**config.mk**
```make
export PLATFORM = sky130hd
export DESIGN_NAME = pft_frame_timing
export DESIGN_NICKNAME = d
export VERILOG_FILES = /design/src/hw/pft_pkg.sv /design/src/hw/pft_sync.sv /design/src/hw/pft_frame_timing.sv
export SDC_FILE = /design/constraint.sdc
export NUM_CORES = 1
export LEC_CHECK = 0
export BUFFER_PORTS_ARGS = -buffer_cell sky130_fd_sc_hd__buf_4
export CORE_ASPECT_RATIO = 1.75
export CORE_MARGIN = 10
export CORE_UTILIZATION = 35
export DETAILED_ROUTE_END_ITERATION = 7
export HOLD_SLACK_MARGIN = 0.02
export REMOVE_ABC_BUFFERS = 1
export SYNTH_ARGS = -nofsm -noshare
export SYNTH_HDL_FRONTEND = slang
export SYNTH_SLANG_ARGS = --single-unit
```
**constraint.sdc**
```tcl
create_clock -name clk_i -period 8.92 [get_ports clk_i]
set_input_delay 0 -clock clk_i [delete_from_list [all_inputs] [get_ports clk_i]]
set_output_delay 0 -clock clk_i [all_outputs]
set_load 0.005 [all_outputs]
```
**src/hw/pft_pkg.sv**
```systemverilog
// Package for the highway frame timing block: register map, reset values, field layouts.
// Assumes a 32-bit classic Wishbone bus with data in the low byte of each word.
package pft_pkg;

    // Register byte offsets
    localparam logic [7:0] PFT_OFS_MODE = 8'h00;
    localparam logic [7:0] PFT_OFS_LEN = 8'h04;
    localparam logic [7:0] PFT_OFS_DOFF = 8'h08;
    localparam logic [7:0] PFT_OFS_UOFF = 8'h0c;
    localparam logic [7:0] PFT_OFS_SHIFT = 8'h10;
    localparam logic [7:0] PFT_OFS_STATUS = 8'h14;

    // Values after reset
    localparam logic [7:0] PFT_RST_MODE = 8'h00;
    localparam logic [7:0] PFT_RST_LEN = 8'hff;
    localparam logic [7:0] PFT_RST_DOFF = 8'h00;
    localparam logic [7:0] PFT_RST_UOFF = 8'h00;
    localparam logic [7:0] PFT_RST_SHIFT = 8'h00;

    // Status register field position
    localparam int unsigned PFT_STS_SYNC_BIT = 0;

    typedef enum logic [1:0] {
        PFT_MODE_QUAD = 2'h0,
        PFT_MODE_DUAL = 2'h1,
        PFT_MODE_SINGLE = 2'h2,
        PFT_MODE_DUP = 2'h3
    } pft_mode_t;

    // highway_mode_reg layout, bit 7 down to bit 0
    typedef struct packed {
        pft_mode_t mode;
        logic pcr;
        logic sync_sample_edge_sel;
        logic alt_input_sel_hi;
        logic alt_input_sel_lo;
        logic [1:0] spare;
    } pft_mode_reg_t;

    // clock_shift_reg layout, bit 7 down to bit 0
    typedef struct packed {
        logic downstream_clock_shift;
        logic [1:0] ofd_lo;
        logic downstream_edge_sel;
        logic alt_shift_option;
        logic [1:0] ofu_lo;
        logic upstream_edge_sel;
    } pft_shift_reg_t;

endpackage : pft_pkg

```
**src/hw/pft_sync.sv**
```systemverilog
// Two-flop synchroniser for a group of asynchronous pin levels.
// Assumes inputs are levels; only the second stage may be read.
`timescale 1ns/1ps
`default_nettype none

module pft_sync #(
    parameter int unsigned WIDTH = 1
) (
    // Clock and reset
    input wire logic clk_i,
    input wire logic rst_i,
    // Levels
    input wire logic [WIDTH-1:0] d_i,
    output logic [WIDTH-1:0] q_o
);

    logic [WIDTH-1:0] meta_q;

    always_ff @(posedge clk_i) begin
        if (rst_i) begin
            meta_q <= '0;
            q_o <= '0;
        end else begin
            meta_q <= d_i;
            q_o <= meta_q;
        end
    end

endmodule : pft_sync

`default_nettype wire

```
**src/hw/pft_frame_timing.sv**
```systemverilog
// Frame timing and port mapping of a four-line TDM highway, with a Wishbone register slave.
// Assumes highway_bit_clock_i is far slower than clk_i (at least four clk_i periods per half cycle).
`timescale 1ns/1ps
`default_nettype none

// How it works
// - Detected frame sync clears bit counter
// - Counter wraps at programmed frame length
// - Sync period check shown in status
// - Sync sampled on edge chosen by select
// - Sampled low-to-high sync marks bit zero
// - Transmit launch edge chosen by upstream select
// - Receive capture edge chosen by downstream select
// - Separate whole-bit offsets per direction
// - Logical transmit ports fixed to physical lines
// - Modes one, three: select bits choose lines
// - Mode two: high select chooses line
// - Modes one to three: select bits drive tristate pins one, three
// - Per-mode driving, floating, duplicating transmit lines
// - Tristate control low while line valid, except lines one, three in modes one to three
// - Mode field gives four, two, one, two ports
module pft_frame_timing (
    // Clock and reset
    input wire logic clk_i,
    input wire logic rst_i,
    // Wishbone slave
    input wire logic wb_cyc_i,
    input wire logic wb_stb_i,
    input wire logic wb_we_i,
    input wire logic [7:0] wb_adr_i,
    input wire logic [3:0] wb_sel_i,
    input wire logic [31:0] wb_dat_i,
    output logic [31:0] wb_dat_o,
    output logic wb_ack_o,
    // Highway pins
    input wire logic highway_bit_clock_i,
    input wire logic frame_sync_in_i,
    input wire logic [3:0] rxd_i,
    output logic [3:0] txd_o,
    output logic [3:0] txd_oe_o,
    output logic [3:0] transmit_tristate_ctl_n_o,
    // Logical transmit side
    input wire logic [3:0] tx_data_i,
    input wire logic [3:0] tx_valid_i,
    output logic tx_take_o,
    output logic [9:0] up_pos_o,
    // Logical receive side
    output logic [3:0] rx_data_o,
    output logic rx_stb_o,
    output logic [9:0] dn_pos_o
);

    pft_pkg::pft_mode_reg_t mode_q;
    pft_pkg::pft_shift_reg_t shift_q;
    logic [7:0] len_q;
    logic [7:0] doff_q;
    logic [7:0] uoff_q;
    logic sync_ok_q;
    logic ack_q;
    logic [31:0] dat_q;
    logic [7:0] rd_byte;
    logic wb_req;

    logic [5:0] pins_s;
    logic bclk_q;
    logic rise;
    logic fall;
    logic fs_samp_q;
    logic fs_edge;
    logic sync_hit;
    logic sync_pend_q;
    logic phase_q;
    logic tick;
    logic [9:0] cnt_q;
    logic [9:0] last_bit;
    logic [9:0] dn_pos;
    logic [9:0] up_pos;
    logic [9:0] up_pos_q;
    logic [9:0] dn_pos_q;
    logic rx_edge;
    logic launch;
    logic [3:0] rx_log;
    logic [3:0] rx_data_q;
    logic rx_stb_q;
    logic [3:0] txd_d;
    logic [3:0] oe_d;
    logic [3:0] tsc_d;
    logic [3:0] txd_q;
    logic [3:0] oe_q;
    logic [3:0] tsc_q;
    logic tx_take_q;

    // Register slave: one wait state, every address answered
    assign wb_req = wb_cyc_i & wb_stb_i & ~ack_q;

    always_ff @(posedge clk_i) begin
        if (rst_i) begin
            ack_q <= 1'b0;
        end else begin
            ack_q <= wb_req;
        end
    end

    always_ff @(posedge clk_i) begin
        if (rst_i) begin
            mode_q <= pft_pkg::PFT_RST_MODE;
            len_q <= pft_pkg::PFT_RST_LEN;
            doff_q <= pft_pkg::PFT_RST_DOFF;
            uoff_q <= pft_pkg::PFT_RST_UOFF;
            shift_q <= pft_pkg::PFT_RST_SHIFT;
        end else if (wb_req && wb_we_i && wb_sel_i[0]) begin
            unique case (wb_adr_i)
                pft_pkg::PFT_OFS_MODE: mode_q <= wb_dat_i[7:0];
                pft_pkg::PFT_OFS_LEN: len_q <= wb_dat_i[7:0];
                pft_pkg::PFT_OFS_DOFF: doff_q <= wb_dat_i[7:0];
                pft_pkg::PFT_OFS_UOFF: uoff_q <= wb_dat_i[7:0];
                pft_pkg::PFT_OFS_SHIFT: shift_q <= wb_dat_i[7:0];
                default: ;
            endcase
        end
    end

    always_comb begin
        rd_byte = 8'h00;
        unique case (wb_adr_i)
            pft_pkg::PFT_OFS_MODE: rd_byte = mode_q;
            pft_pkg::PFT_OFS_LEN: rd_byte = len_q;
            pft_pkg::PFT_OFS_DOFF: rd_byte = doff_q;
            pft_pkg::PFT_OFS_UOFF: rd_byte = uoff_q;
            pft_pkg::PFT_OFS_SHIFT: rd_byte = shift_q;
            pft_pkg::PFT_OFS_STATUS: rd_byte[pft_pkg::PFT_STS_SYNC_BIT] = sync_ok_q;
            default: rd_byte = 8'h00;
        endcase
    end

    always_ff @(posedge clk_i) begin
        if (rst_i) begin
            dat_q <= 32'h0000_0000;
        end else if (wb_req) begin
            dat_q <= {24'h00_0000, rd_byte};
        end
    end

    // Pin inputs cross into clk_i before anything looks at them
    pft_sync #(.WIDTH(6)) u_sync (
        .clk_i(clk_i),
        .rst_i(rst_i),
        .d_i({highway_bit_clock_i, frame_sync_in_i, rxd_i}),
        .q_o(pins_s)
    );

    always_ff @(posedge clk_i) begin
        if (rst_i) begin
            bclk_q <= 1'b0;
        end else begin
            bclk_q <= pins_s[5];
        end
    end

    assign rise = pins_s[5] & ~bclk_q;
    assign fall = ~pins_s[5] & bclk_q;

    // Frame sync sampling and first-bit detection
    assign fs_edge = mode_q.sync_sample_edge_sel ? rise : fall;
    assign sync_hit = fs_edge & pins_s[4] & ~fs_samp_q;

    always_ff @(posedge clk_i) begin
        if (rst_i) begin
            fs_samp_q <= 1'b0;
        end else if (fs_edge) begin
            fs_samp_q <= pins_s[4];
        end
    end

    // New sync wins over consumption in the same cycle
    always_ff @(posedge clk_i) begin
        if (rst_i) begin
            sync_pend_q <= 1'b0;
        end else if (sync_hit) begin
            sync_pend_q <= 1'b1;
        end else if (tick) begin
            sync_pend_q <= 1'b0;
        end
    end

    // Double clock rate: one bit per two rising edges
    always_ff @(posedge clk_i) begin
        if (rst_i) begin
            phase_q <= 1'b0;
        end else if (rise) begin
            phase_q <= ~phase_q;
        end
    end

    assign tick = rise & (~mode_q.pcr | phase_q);

    // Last bit number from the encoded length field
    always_comb begin
        unique case (mode_q.mode)
            pft_pkg::PFT_MODE_QUAD: last_bit = {2'h0, len_q};
            pft_pkg::PFT_MODE_DUAL,
            pft_pkg::PFT_MODE_DUP: last_bit = {1'b0, len_q, 1'b1};
            pft_pkg::PFT_MODE_SINGLE: last_bit = {len_q, 2'h3};
        endcase
    end

    always_ff @(posedge clk_i) begin
        if (rst_i) begin
            cnt_q <= 10'h000;
        end else if (tick) begin
            if (sync_pend_q) begin
                cnt_q <= 10'h000;
            end else if (cnt_q == last_bit) begin
                cnt_q <= 10'h000;
            end else begin
                cnt_q <= cnt_q + 10'h001;
            end
        end
    end

    // A wrap with no sync pulse means lost synchronisation
    always_ff @(posedge clk_i) begin
        if (rst_i) begin
            sync_ok_q <= 1'b0;
        end else if (tick && sync_pend_q) begin
            sync_ok_q <= (cnt_q == last_bit);
        end else if (tick && cnt_q == last_bit) begin
            sync_ok_q <= 1'b0;
        end
    end

    // Offset addition modulo frame length; offset must stay below the length
    function automatic logic [9:0] wrap_pos(input logic [9:0] cnt, input logic [9:0] off, input logic [9:0] last);
        logic [10:0] sum;
        sum = {1'b0, cnt} + {1'b0, off};
        if (sum > {1'b0, last}) begin
            sum = sum - ({1'b0, last} + 11'h001);
        end
        return sum[9:0];
    endfunction : wrap_pos

    assign dn_pos = wrap_pos(cnt_q, {doff_q, shift_q.ofd_lo}, last_bit);
    assign up_pos = wrap_pos(cnt_q, {uoff_q, shift_q.ofu_lo}, last_bit);

    always_ff @(posedge clk_i) begin
        if (rst_i) begin
            up_pos_q <= 10'h000;
        end else begin
            up_pos_q <= up_pos;
        end
    end

    // Receive line selection
    always_comb begin
        rx_log = 4'h0;
        unique case (mode_q.mode)
            pft_pkg::PFT_MODE_QUAD: rx_log = pins_s[3:0];
            pft_pkg::PFT_MODE_DUAL,
            pft_pkg::PFT_MODE_DUP: begin
                rx_log[0] = mode_q.alt_input_sel_lo ? pins_s[0] : pins_s[1];
                rx_log[1] = mode_q.alt_input_sel_hi ? pins_s[2] : pins_s[3];
            end
            pft_pkg::PFT_MODE_SINGLE: rx_log[0] = mode_q.alt_input_sel_hi ? pins_s[2] : pins_s[3];
        endcase
    end

    assign rx_edge = shift_q.downstream_edge_sel ? rise : fall;

    always_ff @(posedge clk_i) begin
        if (rst_i) begin
            rx_stb_q <= 1'b0;
            rx_data_q <= 4'h0;
            dn_pos_q <= 10'h000;
        end else begin
            rx_stb_q <= rx_edge;
            if (rx_edge) begin
                rx_data_q <= rx_log;
                dn_pos_q <= dn_pos;
            end
        end
    end

    // Transmit line mapping; undriven lines float, control inactive except select bits on lines one and three in modes one to three
    always_comb begin
        txd_d = 4'h0;
        oe_d = 4'h0;
        tsc_d = 4'hf;
        unique case (mode_q.mode)
            pft_pkg::PFT_MODE_QUAD: begin
                txd_d = tx_data_i;
                oe_d = tx_valid_i;
                tsc_d = ~tx_valid_i;
            end
            pft_pkg::PFT_MODE_DUAL: begin
                txd_d = {1'b0, tx_data_i[1], 1'b0, tx_data_i[0]};
                oe_d = {1'b0, tx_valid_i[1], 1'b0, tx_valid_i[0]};
                tsc_d = {mode_q.alt_input_sel_hi, ~tx_valid_i[1], mode_q.alt_input_sel_lo, ~tx_valid_i[0]};
            end
            pft_pkg::PFT_MODE_SINGLE: begin
                txd_d = {3'h0, tx_data_i[0]};
                oe_d = {3'h0, tx_valid_i[0]};
                tsc_d = {mode_q.alt_input_sel_hi, 1'b1, mode_q.alt_input_sel_lo, ~tx_valid_i[0]};
            end
            pft_pkg::PFT_MODE_DUP: begin
                txd_d = {tx_data_i[1], tx_data_i[1], tx_data_i[0], tx_data_i[0]};
                oe_d = {tx_valid_i[1], tx_valid_i[1], tx_valid_i[0], tx_valid_i[0]};
                tsc_d = {mode_q.alt_input_sel_hi, ~tx_valid_i[1], mode_q.alt_input_sel_lo, ~tx_valid_i[0]};
            end
        endcase
    end

    assign launch = shift_q.upstream_edge_sel ? rise : fall;

    always_ff @(posedge clk_i) begin
        if (rst_i) begin
            txd_q <= 4'h0;
            oe_q <= 4'h0;
            tsc_q <= 4'hf;
            tx_take_q <= 1'b0;
        end else begin
            tx_take_q <= launch;
            if (launch) begin
                txd_q <= txd_d;
                oe_q <= oe_d;
                tsc_q <= tsc_d;
            end
        end
    end

    assign wb_ack_o = ack_q;
    assign wb_dat_o = dat_q;
    assign txd_o = txd_q;
    assign txd_oe_o = oe_q;
    assign transmit_tristate_ctl_n_o = tsc_q;
    assign tx_take_o = tx_take_q;
    assign up_pos_o = up_pos_q;
    assign rx_data_o = rx_data_q;
    assign rx_stb_o = rx_stb_q;
    assign dn_pos_o = dn_pos_q;
endmodule : pft_frame_timing

`default_nettype wire

```
==> results of run 1 <==
==> routing by layer <==
metal,vias up,wire length (um)
li1,3275,-
met3,45,930
met4,0,916
met2,165,11100
met5,-,0
met1,3012,8700
==> kinds of logic after synthesis <==
family	share of synthesized area
compound gates	0.189
xor+xnor	0.0745
fa+ha+maj	0.105
buf+inv	0.0648
flops	0.314
mux	0.0410
other cells	0.000517
simple gates	0.211
==> sequential cells by signal (all words and copies together) (netlist names), 6 cells and up <==
register / flops
cnt_q: 10
dn_pos_o: 10
up_pos_o: 10
doff_q: 8
len_q: 8
mode_q: 8
shift_q: 8
uoff_q: 8
wb_dat_o: 8
u_sync.meta_q: 6
u_sync.q_o: 6
==> worst register-to-register path: stages (launching register included) <==
cell and delay, ns:
dfxtp_1 0.53, ha_1 0.25, inv_1 0.06, fa_1 0.40
nor2b_1 0.13, o21ai_1 0.08, a21boi_1 0.52, o31a_1 0.19
o21ai_0 0.11, nand2_1 0.11, xor2_1 0.39, ha_1 0.35
a21o_1 0.18, a21o_1 0.20, nand2_1 0.08, and3_1 0.49
nor2_1 0.12, xnor2_1 0.14, a211oi_1 0.25
==> power by group through the flow <==
stage,clock network [mW],logic (mW),registers [mW]
2_1_floorplan,0,0.0272,0.534
3_3_place_gp,0,0.0701,0.534
3_5_place_dp,0,0.0703,0.534
4_1_cts,0.685,0.0796,0.523
5_1_grt,0.703,0.0880,0.524
6_report,0.669,0.0801,0.523
==> final cells by class <==
type                       count  area, sq um
clock buffer                  23          468
fill                        2033        11600
antenna                        1         2.50
clock inverter                 9          106
multi-input combinational    706         4590
tap                          248          310
timing repair buffer         115          928
inverter                      33          124
sequential                   114         2280
==> worst paths after layout <==
check / from / to / slack (ns) / cells past startpoint
max: cnt_q[0]$_SDFFE_PP0P_ / dn_pos_o[6]$_SDFFE_PP0P_ / 4.25 / 18
min: wb_adr_i[4] / mode_q[4]$_SDFFE_PP0P_ / 0.20 / 4
max reg2reg: cnt_q[0]$_SDFFE_PP0P_ / dn_pos_o[6]$_SDFFE_PP0P_ / 4.25 / 18
min reg2reg: u_sync.meta_q[4]$_SDFF_PP0_ / u_sync.q_o[4]$_SDFF_PP0_ / 0.44 / 1
==> what timing repair did <==
item                                    4_1_cts  5_1_grt
hold buffers                                 26        0
endpoints found under the hold margin        75        0
endpoints found under the setup margin        0        0
==> Yosys cell counts, drive strengths merged, types with 14 or more instances <==
| library cell | n |
|---|---|
| dfxtp | 114 |
| nand2 | 146 |
| buf | 33 |
| o21ai | 34 |
| ha | 47 |
| nor2b | 22 |
| o21a | 15 |
| xor2 | 21 |
| inv | 33 |
| nand3 | 24 |
| xnor2 | 36 |
| a211oi | 14 |
| nor2 | 73 |
| clkbuf | 30 |
| a21oi | 75 |
==> results.md, run 1 <==
* Fmax at approximately 210 MHz
* CP Cell Sequence: ha_1 -> inv_1 -> fa_1 -> nor2b_1 -> o21ai_1 -> a21boi_1 -> o31a_1 -> o21ai_0 -> nand2_1 -> xor2_1 -> ha_1 -> a21o_1 -> a21o_1 -> nand2_1 -> and3_1 -> nor2_1 -> xnor2_1 -> a211oi_1
* PwrDens at roughly 140 nW/um^2
* CTS Buf Count at 17
* DR vias/cell at about 5.2
* Hold WS at approximately 0.20 ns
* Final wirelength at about 22000 um
* Final #Nets at 1101
* Gr usage total at 0.158
* Routability cong. at approximately 0.96
* Synth Flop Type: dfxtp_1
* Critical path's slowest cell: dfxtp_1
* Mean Syn Cell Area at approximately 8.1 sq um
* Number of synthesis warnings at 0
* Crit Path Max Fanout at 18
* Crit path required time at a little over 9 ns
* Placed Instances at roughly 1200
* Post-synth EDFFs at 0
* Status: complete, no violations
* Worst slack, placed at ~4.3 ns
* Post-synth top area share at 0.314
* Post-CTS Resized at 0
* Int Pwr at just under 1 mW
* Pre-Repair DR Iteration Count at 5
* Layout Utilization at 0.433
* Finished Cell Area at between 8000 and 9000 sq um
* Post-synthesis sequential area ratio at 0.314
* WP buf/inv at 1
* Die span in x at roughly 130 um
* Period utilization at 0.524
* Most frequent cells in the layout: nand2_1, dfxtp_1, buf_4, a21oi_1, nor2_1
* Slew headroom at 0.252
* Initial Util at 0.356
* Vias in the first global route at 6414
* Most area-consuming cells after synthesis: dfxtp_1, ha_1, nand2_1
* Switching part of the total at 0.229
* Clock skew at roughly 0.0062 ns
* Max VDD drop at between 0.1 and 0.15 mV
* Most common cell after layout, fill and taps aside: nand2_1
* Number of cells produced by synthesis at 893
* DP HPWL at ~16000 um
* Gr busiest metal: met2
* Endpoint type of the worst setup path: register
* Worst-Skew Late Latency at about 0.42 ns
* CP Data Arrival Time at about 5.0 ns
* Max cap viols at 0
* DRC at 0
* Placed inst area at 7980 sq um
* Hold Fails Final Rpt at 0
* Clk pwr share at 0.526
* RSZ-0062 raised after global routing: false
* Synthesized flop and latch total at 114
* I/O Pins at around 130
* Routed Antenna Nets at 0
* Worst-margin pin slew at between 1 and 1.5 ns
* Comb pwr share at 0.063
* Rows at 69
* Post CTS Setup Buffer Count at 0
* Layout cells sized above 1 at 0.154
* Setup_tns at 0 ns
* Global-route wire length before repair at about 34000 um
* Grt ovf at 0
* Max-slew violations at 0
* HP Class: in -> reg
* Avg WL per Cell at about 17 um
* Yosys top cell by area: dfxtp_1
* Grt met1 use at 0.168
* Fraction of registers with async set/reset at 0
* Max H-tree Level at 4
* GR met2 Demand/Resource at 0.280
* Leakage dissipation at 3.62 nW
* Die ar. at around 27000 sq um
* CP Launch Type: register
* CTS root buf: clkbuf_16
* Worst-path clk slew at ~0.050 ns
* Largest net degree at the start of global routing at 90
* # port buffers at a little over 80
* Vias at ~6500
* Netlist cell types at between 70 and 80
* Minimum clock period at 4.67 ns
* Initial antenna violation count at 1
* Area grow syn2layout at 21.4%
* Sinks on Clock Net at around 110
* Max clock buf depth at 2
* Final Non-Filler Cells at ~1200
* CP max stage delay at 0.53 ns
* Top Family by Delay on Critical Path: compound AO/OA/AOI/OAI gates
* Worst Slack Setup Final at 4.25 ns
* Die span in y at about 210 um
* Starting DRT DRC Count at just under 300
* Sequential share of power at 0.411
* CTS tree: yes
* Final setup fails at 0
* Critical setup path kind: reg -> reg
* Core area at between 20000 and 25000 sq um
* Global Route met3 Usage at 0.0309
* Final total power at roughly 1.3 mW
* Switching power at 0.292 mW
* Cell area after synthesis at slightly above 7000 sq um
Power figures use the tool's default switching activity.
==> run 2, diff against run 1 <==
==> constraint.sdc (replaced) <==
create_clock -name clk_i -period 3.88 [get_ports clk_i]
set_input_delay 0 -clock clk_i [delete_from_list [all_inputs] [get_ports clk_i]]
set_output_delay 0 -clock clk_i [all_outputs]
set_load 0.005 [all_outputs]
==> run 2 against run 1 <==
Compared with the run above: routed wire length increased by 6.2%; critical path depth unchanged; fmax increased by 27%; critical endpoint unchanged; worst setup slack got worse by 4.0 ns; final cell count increased by 4.1%; clock power increased to 2.6 times the previous value; flip-flop and latch count unchanged; register-to-register slack got worse by 4.0 ns; count of clock-buffer cells in the layout decreased by 6; core utilization increased by 2.8 points; clock skew increased by 0.0030 ns; sequential power increased by 130%.
==> results.md, run 2 (synthesized netlist as in run 1, its figures left out) <==
* Status: complete, no violations
* Sequential share of power at 0.380 (-0.031)
* Vias at 6827 (+5.1%)
* Global-route wire length before repair at 35700 um (+6.0%)
* Most frequent cells in the layout: nand2_1, buf_4, dfxtp_1, nor2_1, a21oi_1
* CP Launch Type: register
* Sinks on Clock Net at 114 (unchanged)
* Routed Antenna Nets at 0 (unchanged)
* Most common cell after layout, fill and taps aside: nand2_1
* Leakage dissipation at 3.93 nW (+8.6%)
* Worst-path clk slew at 0.06 ns (about the same)
* Worst Slack Setup Final at 0.202 ns (-4.05 ns)
* Final #Nets at 1152 (+4.6%)
* Max cap viols at 0 (unchanged)
* Grt ovf at 0 (unchanged)
* CP Cell Sequence: ha_1 -> a21o_1 -> a21oi_1 -> o211ai_1 -> a21oi_1 -> o21bai_1 -> a21o_1 -> a21oi_1 -> xnor2_1 -> ha_1 -> nand4_1 -> nor3_1 -> nand3_1 -> nand3_1 -> and3_4 -> nor2_1 -> xnor2_1 -> a211oi_1
* Minimum clock period at 3.68 ns (-0.994 ns)
* Core area at 20400 sq um (unchanged)
* Critical setup path kind: reg -> reg
* Worst-margin pin slew at 1.15 ns (+0.0383 ns)
* Crit Path Max Fanout at 17 (-1)
* Worst-Skew Late Latency at 0.42 ns (about the same)
* DRC at 0 (unchanged)
* Crit path required time at 4.21 ns (-5.03 ns)
* Int Pwr at 2.38 mW (+140%)
* Initial antenna violation count at 0 (-1)
* Fmax at 272 MHz (+27%)
* CTS tree: yes
* Rows at 69 (unchanged)
* CTS Buf Count at 17 (unchanged)
* DR vias/cell at 5.25 (+0.96%)
* Max clock buf depth at 2 (unchanged)
* Max-slew violations at 0 (unchanged)
* Comb pwr share at 0.060 (-0.003)
* Period utilization at 0.948 (+0.424)
* Routability cong. at 0.937 (-2.6%)
* HP Class: in -> reg
* Hold Fails Final Rpt at 0 (unchanged)
* Die span in y at 210 um (unchanged)
* # port buffers at 82 (unchanged)
* Final setup fails at 0 (unchanged)
* Area grow syn2layout at 29.2%
* Final total power at 3.16 mW (+150%)
* Die ar. at 27100 sq um (unchanged)
* PwrDens at 337 nW/um^2 (+130%)
* Slew headroom at 0.227 (-0.0257)
* Clock skew at 0.00913 ns (+0.00297 ns)
* Vias in the first global route at 6846 (+6.7%)
* Final wirelength at 23000 um (+6.2%)
* I/O Pins at 134 (unchanged)
* Switching power at 0.777 mW (+170%)
* Initial Util at 0.356 (unchanged)
* CP max stage delay at 0.33 ns (-0.20 ns)
* DP HPWL at 17300 um (+7.3%)
* Critical path's slowest cell: dfxtp_1
* Switching part of the total at 0.246 (+0.0169)
* Pre-Repair DR Iteration Count at 5 (unchanged)
* Top cell by count, worst path: a21oi_1
* Worst slack, placed at -0.0765 ns (-4.37 ns)
* Largest net degree at the start of global routing at 81 (-10%)
* CP Data Arrival Time at 4.01 ns (-0.99 ns)
* Gr usage total at 0.167 (+0.00918)
* Endpoint type of the worst setup path: register
* Fillers at 2005 (-1.4%)
* Max VDD drop at 0.259 mV (+140%)
* Die span in x at 129 um (unchanged)
* Starting DRT DRC Count at 420 (+44%)
* Max H-tree Level at 4 (unchanged)
* CTS root buf: clkbuf_16
* Avg WL per Cell at 17.7 um (+2.0%)
* Clk pwr share at 0.559 (+0.033)
* Layout cells sized above 1 at 0.225 (+0.0715)
* Layout Utilization at 0.460 (+0.0277)
## run 2: cell types whose count changed in the layout (fill, tap and decap cells not counted), moves of 4 or more
cell	before	now
a21oi_1	72	68
buf_4	89	141
ha_1	47	43
clkbuf_1	4	0
a21oi_2	3	7
## run 2: area by class of cell
class / count / area (sq um) / share of cell area
clock inverter: 15 / 223 / 0.0238
inverter: 33 / 124 / 0.0132
multi-input combinational: 706 / 4700 / 0.501
sequential: 114 / 2290 / 0.244
antenna: 1 / 2.50 / 0.000267
tap: 248 / 310 / 0.0331
timing repair buffer: 166 / 1310 / 0.140
clock buffer: 17 / 425 / 0.0454
## run 2: worst max-delay path: cells and delay by family (launching register included)
family	cells	cell delay, ns
xor+xnor	2	0.24
flops	1	0.33
simple gates	6	1.04
compound gates	8	1.33
fa+ha+maj	2	0.63
## run 2: final timing paths
kind | slack [ns] | to | from | cells past startpoint
setup / recovery | 0.20 | dn_pos_o[6]$_SDFFE_PP0P_ | shift_q[6]$_SDFFE_PP0P_ | 18
hold / removal | 0.13 | wb_dat_o[4]$_SDFFE_PP0P_ | wb_cyc_i | 5
setup reg to reg | 0.20 | dn_pos_o[6]$_SDFFE_PP0P_ | shift_q[6]$_SDFFE_PP0P_ | 18
hold reg to reg | 0.43 | u_sync.q_o[2]$_SDFF_PP0_ | u_sync.meta_q[2]$_SDFF_PP0_ | 1
## run 2: power by group through the flow
stage | Sequential [mW] | Clock [mW] | Combinational, mW
final | 1.20 | 1.77 | 0.190
after global routing | 1.20 | 1.83 | 0.208
after CTS | 1.20 | 1.79 | 0.189
after detailed placement | 1.23 | 0 | 0.168
after global placement | 1.23 | 0 | 0.167
after floorplan | 1.23 | 0 | 0.0625
## run 2: per-stage QoR
step	TNS, ns	cells	hold WS (ns)	area (sq um)
floorplan	-0.940	853	0.0679	7000
global placement	0	1241	0.209	8360
detailed placement	-0.0765	1241	0.218	8360
CTS	0	1298	0.120	9270
global route	-0.00729	1299	0.182	9370
finish	0	1300	0.128	9380
## run 2: repair_timing
action,in CTS,in global routing
setup endpoints to repair,4,18
buffers inserted,0,1
pin swaps,2,7
gates cloned,0,0
gates resized for setup,6,25
endpoints found under the hold margin,58,0
hold buffers,25,0
## run 2: layer usage
metal,vias up,part of all wire,track usage
met5,-,0,0
met4,0,0.046,0.0957
met3,53,0.041,0.0307
met2,201,0.53,0.306
met1,3210,0.38,0.171
li1,3363,-,-
==> run 3, diff against run 2 <==
--- a/config.mk
+++ b/config.mk
@@ -5,6 +5,7 @@
 export SDC_FILE = /design/constraint.sdc
 export NUM_CORES = 1
 export LEC_CHECK = 0
+export ABC_AREA = 1
 export BUFFER_PORTS_ARGS = -buffer_cell sky130_fd_sc_hd__buf_4
 export CORE_ASPECT_RATIO = 1.75
 export CORE_MARGIN = 10
==> run 3 against run 2 <==
Compared with the run above: non-clock buffer count decreased by 40; worst setup slack improved by 0.19 ns; sequential power about the same; global-route usage increased by 2.2 points; via count increased by 13%; sequential share of layout area increased by 0.33 points; worst hold slack got worse by 0.10 ns; power decreased by 3.4%; critical endpoint is now dn_pos_o[9]$_SDFFE_PP0P_.
==> results.md, run 3 <==
* Synth Area in Compound Gates at 0.168 (-0.0204)
* Setup_tns at 0 ns (unchanged)
* Switching part of the total at 0.227 (-0.0188)
* R2R cell count at 20 (+2)
* Number of cells produced by synthesis at 1117 (+25%)
* Crit path required time at 4.20 ns (about the same)
* Worst-Skew Late Latency at 0.42 ns (about the same)
* Core area at 21000 sq um (+3.2%)
* Fmax at 287 MHz (+5.4%)
* Yosys top cell by area: dfxtp_1
* Fraction of registers with async set/reset at 0 (unchanged)
* Post-synth top area share at 0.304 (-0.0101)
* DP HPWL at 20300 um (+17%)
* Die span in y at 214 um (+1.5%)
* Status: complete, no violations
* Mean Syn Cell Area at 6.71 sq um (-17%)
* Fillers at 2195 (+9.5%)
* CTS tree: yes
* CTS root buf: clkbuf_16
* Global-route wire length before repair at 40300 um (+13%)
* Most frequent cells in the layout: nand2_1, nor2_1, inv_1, dfxtp_1, buf_4
* Worst slack, placed at 0.266 ns (+0.343 ns)
* Sequential share of power at 0.394 (+0.014)
* Gr usage total at 0.189 (+0.0218)
* Switching power at 0.694 mW (-11%)
* WL met1 at 9190 um (+4.4%)
* Worst setup endpoint: dn_pos_o[9]$_SDFFE_PP0P_
* Clock skew at 0.00961 ns (+0.000476 ns)
* Minimum clock period at 3.49 ns (-0.188 ns)
* Synth Area in Simple Gates at 0.299 (+0.0874)
* DR vias/cell at 5.13 (-2.3%)
* CP startpoint: cnt_q[1]$_SDFFE_PP0P_
* Hold Fails Final Rpt at 0 (unchanged)
* Layout cells sized above 1 at 0.139 (-0.0863)
* Slew headroom at 0.390 (+0.164)
* Main combinational cell family by area after synthesis: simple AND/OR/NAND/NOR gates
* CP Launch Type: register
* Post-Synth Adder-Cell Area at 0.0891 (-0.0155)
* # port buffers at 82 (unchanged)
* Rows at 70 (+1.4%)
* Vias at 7705 (+13%)
* Max VDD drop at 0.254 mV (-1.9%)
* Critical setup path kind: reg -> reg
* Worst-path clk slew at 0.06 ns (about the same)
* RR Endpoint: dn_pos_o[9]$_SDFFE_PP0P_
* CP Data Arrival Time at 3.81 ns (-0.20 ns)
* Post-synth EDFFs at 0 (unchanged)
* Post-synthesis sequential area ratio at 0.304 (-0.0101)
* Int Pwr at 2.36 mW (-0.96%)
* Worst Slack Setup Final at 0.390 ns (+0.188 ns)
* Area grow syn2layout at 23.3%
* Mux cell area share after synthesis at 0.00150 (-0.0395)
* Routability cong. at 0.942 (+0.50%)
* Comb pwr share at 0.057 (-0.003)
* Starting DRT DRC Count at 439 (+4.5%)
* Antenna diodes at 0 (-1)
* DRC at 0 (unchanged)
* Largest net degree at the start of global routing at 73 (-9.9%)
* Metal3 WL at 898 um (-4.9%)
* Worst-margin pin slew at 0.911 ns (-0.241 ns)
* Synth Flop Type: dfxtp_1
* Initial antenna violation count at 0 (unchanged)
* Avg WL per Cell at 17.2 um (-2.6%)
* Max-slew violations at 0 (unchanged)
* Final setup fails at 0 (unchanged)
* HP Class: in -> reg
* Cell area after synthesis at 7500 sq um (+3.3%)
* Reg2reg setup slack at 0.39 ns (+0.19 ns)
* Max clock buf depth at 2 (unchanged)
* Grt ovf at 0 (unchanged)
* Sinks on Clock Net at 114 (unchanged)
* Synthesized flop and latch total at 114 (unchanged)
* Routed Antenna Nets at 0 (unchanged)
* Endpoint type of the worst setup path: register
* PwrDens at 330 nW/um^2 (-2.0%)
* Final #Nets at 1351 (+17%)
* Clk pwr share at 0.549 (-0.010)
* Most area-consuming cells after synthesis: dfxtp_1, nand2_1, ha_1
* Netlist cell types at 49 (-35%)
* Xor/xnor share of the synthesized area at 0.0269 (-0.0476)
* Max H-tree Level at 4 (unchanged)
* Pre-Repair DR Iteration Count at 7 (+2)
* Metal2 WL at 13600 um (+12%)
* RR Startpoint: cnt_q[1]$_SDFFE_PP0P_
* Initial Util at 0.357 (+0.000489)
* Crit Path Max Fanout at 15 (-2)
* Max cap viols at 0 (unchanged)
* Die ar. at 27900 sq um (+2.9%)
* CTS Buf Count at 17 (unchanged)
* Most frequent cell after synthesis: nand2_1
* I/O Pins at 134 (unchanged)
* Synth cell count leaders: nand2_1, nor2_1, inv_1
* RSZ-0062 raised after global routing: false
* Final wirelength at 25800 um (+13%)
* Die span in x at 131 um (+1.4%)
* Vias in the first global route at 7653 (+12%)
* Period utilization at 0.899 (-0.0486)
* Leakage dissipation at 4.58 nW (+16%)
* Number of synthesis warnings at 0 (unchanged)
* Top sig layer: met4
* Most common cell after layout, fill and taps aside: nand2_1
## run 3: cell count changes after synthesis, sizes merged, moves of 22 or more
cell	before	now
inv	33	136
nand2	146	255
nand3	24	72
nor2	73	140
nor2b	22	0
o21ai	34	96
xnor2	36	5
## run 3: worst max-delay path, cell delays in order, from the launching register on
cell and delay [ns]:
dfxtp_1 0.46, inv_1 0.18, fa_1 0.44, inv_1 0.11, nand3_1 0.10, nand2_1 0.10
nand2_1 0.07, nand2_1 0.08, a31oi_1 0.09, xor2_1 0.15, inv_1 0.11, ha_1 0.30
a21o_1 0.18, a211oi_1 0.32, nand3_2 0.17, nand2_4 0.17, inv_1 0.12, nand2_1 0.08
nand3_1 0.06, nand2_1 0.06, inv_1 0.03
## run 3: how the worst min path moves through the flow
stage	startpoint	end	slack, ns	cells after the start
3_5_place_dp	rxd_i[3]	u_sync.meta_q[3]$_SDFF_PP0_	0.21	3
3_3_place_gp	rxd_i[2]	u_sync.meta_q[2]$_SDFF_PP0_	0.20	3
6_report	rst_i	u_sync.q_o[3]$_SDFF_PP0_	0.03	2
4_1_cts	rst_i	u_sync.meta_q[3]$_SDFF_PP0_	0.02	2
5_1_grt	rst_i	u_sync.q_o[2]$_SDFF_PP0_	0.03	2
2_1_floorplan	rst_i	up_pos_o[9]$_SDFF_PP0_	0.06	1
## run 3: kinds of logic (layout without fill, tap and decap cells)
kind of cell    count (synthesis)  in the layout
fa+ha+maj                      51             51
simple gates                  516            516
xor+xnor                       23             23
flops                         114            114
buf+inv                       188            298
mux                             1              1
other cells                     1             24
compound gates                223            223
## run 3: what timing repair did
action / CTS / global route
setup endpoints to repair: 0 / 13
endpoints found under the hold margin: 59 / 0
resized for setup: 0 / 3
setup buffers: 0 / 0
hold buffers: 26 / 0
## run 3: stage by stage
| step | total power [mW] | cell area [sq um] | hold WS (ns) | std cells | utilization |
|---|---|---|---|---|---|
| 2_1_floorplan | 1.29 | 7280 | 0.0624 | 1092 | - |
| 3_3_place_gp | 1.38 | 8350 | 0.199 | 1444 | 0.397 |
| 3_5_place_dp | 1.38 | 8350 | 0.209 | 1444 | 0.397 |
| 4_1_cts | 3.08 | 9230 | 0.0206 | 1502 | 0.439 |
| 5_1_grt | 3.15 | 9240 | 0.0347 | 1502 | 0.440 |
| 6_report | 3.05 | 9240 | 0.0250 | 1502 | 0.440 |
## run 3: routing by layer
metal  GRT usage  vias up
met1       0.176     3501
met3      0.0274       98
li1            -     3888
met2       0.349      218
met5           0        -
met4       0.156        0
## run 3: cell type report
type | instances | area (sq um) | share of cell area
multi-input combinational | 838 | 4480 | 0.484
sequential | 114 | 2280 | 0.247
tap | 252 | 315 | 0.0341
inverter | 140 | 532 | 0.0575
clock buffer | 18 | 439 | 0.0475
clock inverter | 14 | 185 | 0.0200
timing repair buffer | 126 | 1010 | 0.109
## run 3: power by group through the flow
stage | combinational [mW] | clock [mW] | sequential, mW
CTS | 0.173 | 1.71 | 1.20
detailed placement | 0.151 | 0 | 1.23
floorplan | 0.0622 | 0 | 1.23
global route | 0.192 | 1.75 | 1.20
finish | 0.173 | 1.68 | 1.20
global placement | 0.151 | 0 | 1.23
